===== src/verilog/shift_latch_regs.vh =====
// constants for the serial-in parallel-out shift latch
`ifndef SHIFT_LATCH_REGS_VH
`define SHIFT_LATCH_REGS_VH
`define STAGE_COUNT     8
`define LAST_STAGE      7
`define FIRST_STAGE     0
`define CLEAR_BYTE      8'h00
`define FIFO_WORD_WIDTH 8
`define FIFO_DEPTH      16
`define FIFO_PTR_WIDTH  4
`define SYNC_IDLE       5'h18
`endif


===== src/verilog/shift_latch.v =====
// serial-in parallel-out shift register with storage latch and output fifo
`timescale 1ns/1ps
`include "shift_latch_regs.vh"

////////////////////////////////////////////////////////////////////////////////
// fifo with parameterised width and depth, valid/ready on both sides
module byte_fifo #(
    parameter WIDTH = `FIFO_WORD_WIDTH,
    parameter DEPTH = `FIFO_DEPTH,
    parameter AW    = `FIFO_PTR_WIDTH
) (
    input  wire             clk_i,     // system clock
    input  wire             rst_n_i,   // async reset, active low
    input  wire [WIDTH-1:0] in_data_i, // word to store
    input  wire             in_valid_i,// word offered
    output wire             in_ready_o,// room available
    output wire [WIDTH-1:0] out_data_o,// oldest word
    output wire             out_valid_o,// word available
    input  wire             out_ready_i // drain side accepts
);
    reg [WIDTH-1:0] mem [0:DEPTH-1];
    reg [AW-1:0]    wr_q;
    reg [AW-1:0]    rd_q;
    reg [AW:0]      cnt_q;
    wire            push;
    wire            pop;

    assign in_ready_o  = (cnt_q != DEPTH);
    assign out_valid_o = (cnt_q != {(AW+1){1'b0}});
    assign out_data_o  = mem[rd_q];
    assign push        = in_valid_i & in_ready_o;
    assign pop         = out_valid_o & out_ready_i;

    // storage array has no reset; only pointers and fill count need a defined value
    always @(posedge clk_i) begin
        if (push) begin
            mem[wr_q] <= in_data_i;
        end
    end

    // pointers and fill count
    always @(posedge clk_i or negedge rst_n_i) begin
        if (!rst_n_i) begin
            wr_q  <= {AW{1'b0}};
            rd_q  <= {AW{1'b0}};
            cnt_q <= {(AW+1){1'b0}};
        end else begin
            if (push) begin
                wr_q <= wr_q + 1'b1;
            end
            if (pop) begin
                rd_q <= rd_q + 1'b1;
            end
            if (push && !pop) begin
                cnt_q <= cnt_q + 1'b1;
            end else if (pop && !push) begin
                cnt_q <= cnt_q - 1'b1;
            end
        end
    end
endmodule

////////////////////////////////////////////////////////////////////////////////
// top: pins sampled by CLK_I, edges found, registers emulated synchronously
module shift_latch #(
    parameter STAGES = `STAGE_COUNT
) (
    input  wire              CLK_I,                // system clock, 10 MHz
    input  wire              RST_N_I,              // async reset, active low
    input  wire              SERIAL_DATA_IN_I,     // serial data pin
    input  wire              SHIFT_CLOCK_I,        // shift clock pin
    input  wire              STORAGE_CLOCK_I,      // storage clock pin
    input  wire              SHIFT_CLEAR_N_I,      // shift register clear, low
    input  wire              STORAGE_CLEAR_N_I,    // storage register clear, low
    output reg  [STAGES-1:0] PARALLEL_OUT_O,       // storage register outputs
    output reg               SERIAL_CASCADE_OUT_O, // last shift stage
    output reg  [STAGES-1:0] WORD_DATA_O,          // latched word stream
    output reg               WORD_VALID_O,         // word stream valid
    input  wire              WORD_READY_I          // word stream accepted
);
    // synchroniser stages: first flop read only by the second
    reg [4:0]        meta_q;
    reg [4:0]        sync_q;
    reg              shclk_prev_q;
    reg              stclk_prev_q;
    reg [STAGES-1:0] shift_q;
    wire             din;
    wire             shclk;
    wire             stclk;
    wire             shclr_n;
    wire             stclr_n;
    wire             shift_edge;
    wire             store_edge;
    wire             fifo_ready;
    wire             fifo_valid;
    wire [STAGES-1:0] fifo_data;
    wire             out_take;

    assign din     = sync_q[0];
    assign shclk   = sync_q[1];
    assign stclk   = sync_q[2];
    assign shclr_n = sync_q[3];
    assign stclr_n = sync_q[4];

    // two-flop synchronisers for every pin; clears idle high (inactive)
    always @(posedge CLK_I or negedge RST_N_I) begin
        if (!RST_N_I) begin
            meta_q <= `SYNC_IDLE;
            sync_q <= `SYNC_IDLE;
        end else begin
            meta_q <= {STORAGE_CLEAR_N_I, SHIFT_CLEAR_N_I, STORAGE_CLOCK_I,
                       SHIFT_CLOCK_I, SERIAL_DATA_IN_I};
            sync_q <= meta_q;
        end
    end

    // edge detectors; data and clock share sync latency, so setup is kept
    always @(posedge CLK_I or negedge RST_N_I) begin
        if (!RST_N_I) begin
            shclk_prev_q <= 1'b0;
            stclk_prev_q <= 1'b0;
        end else begin
            shclk_prev_q <= shclk;
            stclk_prev_q <= stclk;
        end
    end

    assign shift_edge = shclk & ~shclk_prev_q;
    assign store_edge = stclk & ~stclk_prev_q;

    // shift register: clear wins over a coincident edge
    always @(posedge CLK_I or negedge RST_N_I) begin
        if (!RST_N_I) begin
            shift_q <= `CLEAR_BYTE;
        end else if (!shclr_n) begin
            shift_q <= `CLEAR_BYTE;
        end else if (shift_edge) begin
            shift_q <= {shift_q[STAGES-2:0], din};
        end
    end

    // cascade output mirrors the last stage, updated in the same cycle as shift_q
    always @(posedge CLK_I or negedge RST_N_I) begin
        if (!RST_N_I) begin
            SERIAL_CASCADE_OUT_O <= 1'b0;
        end else if (!shclr_n) begin
            SERIAL_CASCADE_OUT_O <= 1'b0;
        end else if (shift_edge) begin
            SERIAL_CASCADE_OUT_O <= shift_q[STAGES-2];
        end else begin
            SERIAL_CASCADE_OUT_O <= shift_q[`LAST_STAGE];
        end
    end

    // storage register reads the old shift_q, so shared clocks lag one shift
    always @(posedge CLK_I or negedge RST_N_I) begin
        if (!RST_N_I) begin
            PARALLEL_OUT_O <= `CLEAR_BYTE;
        end else if (!stclr_n) begin
            PARALLEL_OUT_O <= `CLEAR_BYTE;
        end else if (store_edge) begin
            PARALLEL_OUT_O <= shift_q;
        end
    end

    // each storage transfer is also queued; a full fifo drops the word
    // rather than stalling, since the pins cannot be held off
    byte_fifo #(
        .WIDTH (STAGES),
        .DEPTH (`FIFO_DEPTH),
        .AW    (`FIFO_PTR_WIDTH)
    ) u_fifo (
        .clk_i       (CLK_I),
        .rst_n_i     (RST_N_I),
        .in_data_i   (shift_q),
        .in_valid_i  (store_edge & stclr_n),
        .in_ready_o  (fifo_ready),
        .out_data_o  (fifo_data),
        .out_valid_o (fifo_valid),
        .out_ready_i (out_take)
    );

    // registered output stage for the word stream
    assign out_take = fifo_valid & (~WORD_VALID_O | WORD_READY_I);

    always @(posedge CLK_I or negedge RST_N_I) begin
        if (!RST_N_I) begin
            WORD_VALID_O <= 1'b0;
            WORD_DATA_O  <= `CLEAR_BYTE;
        end else if (out_take) begin
            WORD_VALID_O <= 1'b1;
            WORD_DATA_O  <= fifo_data;
        end else if (WORD_READY_I) begin
            WORD_VALID_O <= 1'b0;
        end
    end
endmodule


===== config.mk =====
export PLATFORM = sky130hd
export DESIGN_NAME = shift_latch
export DESIGN_NICKNAME = d
export VERILOG_FILES = /design/src/verilog/shift_latch.v
export VERILOG_INCLUDE_DIRS = /design/src /design/src/verilog
export SDC_FILE = /design/constraint.sdc
export NUM_CORES = 1
export LEC_CHECK = 0
export BUFFER_PORTS_ARGS = -buffer_cell sky130_fd_sc_hd__buf_2
export CORE_UTILIZATION = 61
export CTS_CLUSTER_SIZE = 30
export DETAILED_ROUTE_END_ITERATION = 8
export GPL_TIMING_DRIVEN = 0
export PLACE_DENSITY = 0.78
export SLEW_MARGIN = 20
export SYNTH_ARGS = -nofsm -noshare
export SYNTH_HDL_FRONTEND = slang
export SYNTH_SLANG_ARGS = --single-unit

===== constraint.sdc =====
create_clock -name CLK_I -period 4.2 [get_ports CLK_I]
set_clock_uncertainty 0.2 [all_clocks]
set_input_delay 0.21 -clock CLK_I [delete_from_list [all_inputs] [get_ports CLK_I]]
set_output_delay 0.21 -clock CLK_I [all_outputs]
set_load 0.01 [all_outputs]

==> results.toml, run 1 <==
[grt]
grt_usage = 0.251
gr-total-overflow = 0
antenna_found_initial = 0
grt_max_degree = 52
first_global_vias = 3783
grt_pass1_wl_um = 20700

[timing]
fin_setup_tns_ps = 0
finalCritPeriodShare = 0.835
hold_viol = 0
relSlewSlack = 0.475
timing.fmax_mhz = 285
grt_setup_unrepaired = "false"
tightest_slew_ps = 783
period_needed_ps = 3510
finalSetupViolCount = 0
drv_slew = 0
layout_setup_ws_ps = 693

[pwr]
pwr_density_cell_mw_per_mm2 = 592
p_sw_frac = 0.271
combPwrFrac = 0.246
p_leak_uw = 0.00294
switchingPower_uw = 1300
ir_drop_mv = 0.430
p_seq_frac = 0.440
power_frac_clock = 0.314
internal-power_uw = 3490

[floorplan]
coreArea_mm2 = 0.0114
dieHeight_um = 110
io_pins = 26
die_area_mm2 = 0.0121
rows = 39
initial_core_util = 0.623
die_x_um = 110

[synth]
synth_common_cells = "edfxtp_1, dfrtp_1, nand2_1, mux4_2, a21boi_0"
ys_ff_latch = 179
avgSynthCellArea_um2 = 17.9
synth_cell_types = 37
syn_nets = 415
synth_edf_count = 128
yosys.area.top_type = "edfxtp_1"
synthFlopType = "edfxtp_1"
synth_top_cell_area_share = 0.540
async_flop_share = 0.285
synth_most_common_cell = "edfxtp_1"
synthTopCellsByArea = "edfxtp_1, dfrtp_1, mux4_2"
ys_warn_count = 0
syn_inst = 397
synth_seq_area_share = 0.720
syn-cell-area_mm2 = 0.00712

[route]
finalWirelength_um = 13100
final_antenna_net_count = 0
vias_per_cell = 5.95
vias = 3591
routedWlPerCell_um = 21.8
first_iter_violations = 281
firstDrtPassIters = 4
drt_drc_violations_left = 0

[clock_network]
cts_root_buf = "clkbuf_16"
clk_pin_slew_ps = 60
tritoncts = "yes"
cts_setup_buffers = 0
clock_latency_ps = 420
clock_tree.buffer_depth = 2
cts_hold_buffers = 7
ctsResizeCount = 0
numCtsBuffers = 17
h-tree-depth = 4
clock-sinks = 179

[run_status]
status = "completed"

[layout]
drive_above_1_share = 0.215
fin_nets = 466
area.growth.synth_to_final_pct = 13.7
n_antenna_cell = 0

[critical_path]
reg2reg_from = "u_fifo.cnt_q[0]$_DFFE_PN0P_"
endpoint_kind = "flip-flop"
critical_path_peak_fanout = 10
critPathMaxStageDelay_ps = 610
cp_top_family = "compound AO/OA/AOI/OAI gates"
reg2reg_slack_ps = 690
reg2reg_to = "u_fifo.cnt_q[4]$_DFFE_PN0P_"
cp-start-kind = "flip-flop"
crit_chain = "or4_1 > o21ai_1 > buf_2 > ha_1 > inv_1 > fa_1 > a21o_1 > a21oi_1 > mux2i_1 > xnor2_1"
crit_type = "flip-flop to flip-flop"
required_ps = 4340
reg2regPathDepth = 10
slowest_stage = "or4_1"
arrival_ps = 3650
worst-path-buf-inv = 2

[min_path]
worstHoldStart = "meta_q[1]$_DFF_PN0_"
min_path_type = "flip-flop to flip-flop"
holdPathEnd = "sync_q[1]$_DFF_PN0_"
whs_path_depth = 0

[place]
dpl.hpwl_um = 8160
place.gp.congestion = 0.763
preCtsSetupSlack_ps = 706
portBuffers = 25

[run]
drv_cap = 0
-- per-stage QoR --
step                 util  instances  instance area (um^2)  hold slack (ps)  power, uW
floorplan               -        397                  7120             -286       3000
global placement    0.650        565                  7420              116       3270
detailed placement  0.652        565                  7440              116       3320
CTS                 0.708        604                  8090              154       4820
global route        0.709        604                  8090              157       5010
finish              0.709        604                  8090              153       4790
-- power by group through the flow --
stage | clock (uW) | sequential, uW | combinational, uW
4_1_cts | 1520 | 2110 | 1190
5_1_grt | 1590 | 2120 | 1300
3_3_place_gp | 0 | 2130 | 1140
2_1_floorplan | 0 | 2140 | 861
6_report | 1510 | 2110 | 1180
3_5_place_dp | 0 | 2140 | 1180
-- routing by layer --
| layer | up-vias | global-route usage | share of wire |
|---|---|---|---|
| met3 | 15 | 0.0576 | 0.038 |
| li1 | 1629 | - | - |
| met2 | 85 | 0.397 | 0.50 |
| met1 | 1862 | 0.343 | 0.45 |
| met4 | 0 | 0.101 | 0.016 |
| met5 | - | 0 | 0 |
-- state kept, by name (all words and copies together) (netlist names) --
name and cells:
sync_q 5, WORD_DATA_O 8, meta_q 5, stclk_prev_q 1, u_fifo.mem 128, u_fifo.cnt_q 5
PARALLEL_OUT_O 8, u_fifo.rd_q 4, u_fifo.wr_q 4, WORD_VALID_O 1, shift_q 8, shclk_prev_q 1
SERIAL_CASCADE_OUT_O 1
-- cell type report --
cell class / instances / area, um^2
fill: 720 / 3330
inverter: 5 / 18.8
clock inverter: 3 / 13.8
clock buffer: 29 / 562
tap: 143 / 179
buffer: 23 / 135
multi-input combinational: 190 / 1860
sequential: 179 / 5120
timing repair buffer: 32 / 198
-- placed cells by master (no fill, tap or decap), drive strengths merged --
cell type / count
a211o: 8
a21boi: 17
a21o: 2
a21oi: 10
a22o: 8
and2: 8
and3b: 1
and4: 4
buf: 41
clkbuf: 36
clkinv: 3
dfrtp: 47
dfstp: 4
dlygate4sd3: 7
edfxtp: 128
fa: 1
ha: 9
inv: 5
mux2: 2
mux2i: 9
mux4: 32
nand2: 38
nand2b: 3
nand3: 1
nand4: 1
nor2: 5
nor2b: 10
nor3b: 5
o211a: 1
o21ai: 4
or4: 1
xnor2: 7
xor2: 3
-- kinds of logic (layout without fill, tap and decap cells) --
group / count (synthesis) / after routing / share of synthesized area
and+or+nand+nor: 77 / 77 / 0.0552
buffers and inverters: 28 / 92 / 0.0216
adders and majority gates: 10 / 10 / 0.0186
DFF: 179 / 179 / 0.720
muxes: 43 / 43 / 0.121
xor gates and xnor gates: 10 / 10 / 0.0123
AOI/OAI and AO/OA: 50 / 50 / 0.0510
-- worst max-delay path by stage --
stage                                            from                           to  cells past startpoint
final                     u_fifo.cnt_q[0]$_DFFE_PN0P_  u_fifo.cnt_q[4]$_DFFE_PN0P_                     10
after global routing      u_fifo.cnt_q[0]$_DFFE_PN0P_  u_fifo.cnt_q[4]$_DFFE_PN0P_                     10
after CTS                 u_fifo.cnt_q[0]$_DFFE_PN0P_  u_fifo.cnt_q[4]$_DFFE_PN0P_                     10
after detailed placement  u_fifo.cnt_q[0]$_DFFE_PN0P_  u_fifo.cnt_q[4]$_DFFE_PN0P_                     10
after global placement    u_fifo.cnt_q[0]$_DFFE_PN0P_  u_fifo.cnt_q[4]$_DFFE_PN0P_                     10
after floorplan           u_fifo.cnt_q[0]$_DFFE_PN0P_  u_fifo.cnt_q[4]$_DFFE_PN0P_                     10
No activity file was read; power rests on OpenSTA's default activity.
==> run 2: changes to the inputs <==
==> constraint.sdc (replaced) <==
create_clock -name CLK_I -period 3.4 [get_ports CLK_I]
set_clock_uncertainty 0.2 [all_clocks]
set_input_delay 0.17 -clock CLK_I [delete_from_list [all_inputs] [get_ports CLK_I]]
set_output_delay 0.17 -clock CLK_I [all_outputs]
set_load 0.01 [all_outputs]
==> run 2 against run 1 <==
Cell area increased by 0.22%. Register-to-register slack got worse by 540 ps. Clock power is 23% higher. Flip-flop and latch count is the same. Fmax increased by 8.1%. Count of clock-buffer cells in the layout is the same. Power grew 24%. Highest routed layer unchanged. Via count increased by 0.39%. Hold slack worse by 27 ps. Sequential power is 24% higher. Non-clock buffer count unchanged.
==> results.toml, run 2 (synthesized netlist as in run 1, its figures left out) <==
[run_status]
status = "completed"

[timing]
timing.fmax_mhz = 308
fin_setup_tns_ps = 0
period_needed_ps = 3240
finalSetupViolCount = 0
layout_setup_ws_ps = 155
hold_viol = 0
tightest_slew_ps = 757
relSlewSlack = 0.493
drv_slew = 0
finalCritPeriodShare = 0.954
grt_setup_unrepaired = "false"

[clock_network]
h-tree-depth = 4
clock-sinks = 179
clk_pin_slew_ps = 60
numCtsBuffers = 17
tritoncts = "yes"
cts_root_buf = "clkbuf_16"
clock_latency_ps = 420
clock_tree.buffer_depth = 2

[layout]
final_cell_mix = "edfxtp_1, dfrtp_1, nand2_1"
drive_above_1_share = 0.219
n_antenna_cell = 0
fin_area_mm2 = 0.00811
area.growth.synth_to_final_pct = 13.9
regMostFlops = "u_fifo.mem"
finalNonFillerCells = 604
largest_reg_flops = 128
fin_nets = 466
layout_commonest_cell = "edfxtp_1"

[critical_path]
critical_path_peak_fanout = 10
required_ps = 3540
arrival_ps = 3390
crit_chain = "or4_4 > o21ai_4 > buf_4 > ha_1 > inv_1 > fa_1 > a21o_1 > a21oi_1 > mux2i_1 > xnor2_1"
cp-start-kind = "flip-flop"
slowest_stage = "or4_4"
crit_type = "flip-flop to flip-flop"
critPathMaxStageDelay_ps = 590
endpoint_kind = "flip-flop"

[floorplan]
coreArea_mm2 = 0.0114
die_area_mm2 = 0.0121
rows = 39
io_pins = 26
die_x_um = 110
dieHeight_um = 110
initial_core_util = 0.623

[pwr]
pwr_density_cell_mw_per_mm2 = 732
power_frac_clock = 0.313
ir_drop_mv = 0.533
p_sw_frac = 0.271
internal-power_uw = 4320
p_seq_frac = 0.439
power.total_uw = 5930
p_leak_uw = 0.00294
combPwrFrac = 0.248
switchingPower_uw = 1610

[place]
portBuffers = 25
preCtsSetupSlack_ps = -94.0
place.gp.congestion = 0.763
dpl.hpwl_um = 8160
dpl-instance-area_mm2 = 0.00744
place_inst = 565

[route]
first_iter_violations = 245
vias = 3605
firstDrtPassIters = 4
drt_drc_violations_left = 0
final_antenna_net_count = 0
vias_per_cell = 5.97
finalWirelength_um = 13200
routedWlPerCell_um = 21.9

[grt]
grt_max_degree = 52
grt_usage = 0.252
antenna_found_initial = 0
grt_use_met1 = 0.344
first_global_vias = 3787
busiest_layer = "met2"
grt_use_met2 = 0.398
grt_pass1_wl_um = 20800
gr-total-overflow = 0
grt_use_met3 = 0.0576

[run]
drv_cap = 0

[min_path]
min_path_type = "input port to async pin"
-- run 2: path summary, 6_finish.rpt --
| path | to | slack, ps | depth (start not counted) | start |
|---|---|---|---|---|
| worst max-delay path | u_fifo.cnt_q[4]$_DFFE_PN0P_ | 160 | 10 | u_fifo.cnt_q[0]$_DFFE_PN0P_ |
| worst min-delay path | meta_q[1]$_DFF_PN0_ | 130 | 2 | RST_N_I |
| worst max register to register | u_fifo.cnt_q[4]$_DFFE_PN0P_ | 160 | 10 | u_fifo.cnt_q[0]$_DFFE_PN0P_ |
| worst min register to register | sync_q[1]$_DFF_PN0_ | 150 | 0 | meta_q[1]$_DFF_PN0_ |
| max in group asynchronous | u_fifo.cnt_q[1]$_DFFE_PN0P_ | 2430 | 2 | RST_N_I |
| min in group CLK_I | sync_q[1]$_DFF_PN0_ | 150 | 0 | meta_q[1]$_DFF_PN0_ |
-- run 2: area by class of cell --
cell class / count / area, um^2
plain buffers: 23 / 138
clock buffers: 29 / 562
clock inverters: 3 / 13.8
fillers: 717 / 3310
inverters: 5 / 18.8
multi-input cells: 190 / 1870
flip-flops and latches: 179 / 5120
well taps: 143 / 179
repair buffers: 32 / 198
-- run 2: layer usage --
| metal | vias up | share of wire | wire length [um] |
|---|---|---|---|
| met3 | 19 | 0.046 | 602 |
| met5 | - | 0 | 0 |
| li1 | 1626 | - | - |
| met4 | 0 | 0.019 | 245 |
| met1 | 1864 | 0.44 | 5830 |
| met2 | 96 | 0.49 | 6530 |
-- run 2: timing repair --
action                                  4_1_cts  5_1_grt
resized for setup                             2        2
buffers inserted                              0        0
pin swaps                                     0        0
endpoints found under the hold margin        53        0
hold buffers                                  7        0
endpoints found under the setup margin        1        1
-- run 2: power groups by stage --
stage / Sequential, uW / Clock, uW / Combinational, uW
3_5_place_dp: 2640 / 0 / 1460
3_3_place_gp: 2630 / 0 / 1410
6_report: 2610 / 1860 / 1470
4_1_cts: 2600 / 1880 / 1480
5_1_grt: 2630 / 1970 / 1610
2_1_floorplan: 2640 / 0 / 1060
-- run 2: critical path, delay by kind of cell, from the launching register on --
kind | cells | cell delay, ps
simple gates | 1 | 590
fa+ha+maj | 2 | 630
buf+inv | 2 | 350
mux | 1 | 240
flops | 1 | 430
compound gates | 3 | 580
xor+xnor | 1 | 140
-- run 2: stage by stage --
| stage | hold WS (ps) | util |
|---|---|---|
| after floorplan | -326 | - |
| after global placement | 75.7 | 0.650 |
| after detailed placement | 76.2 | 0.652 |
| after CTS | 154 | 0.709 |
| after global routing | 157 | 0.710 |
| final | 125 | 0.710 |
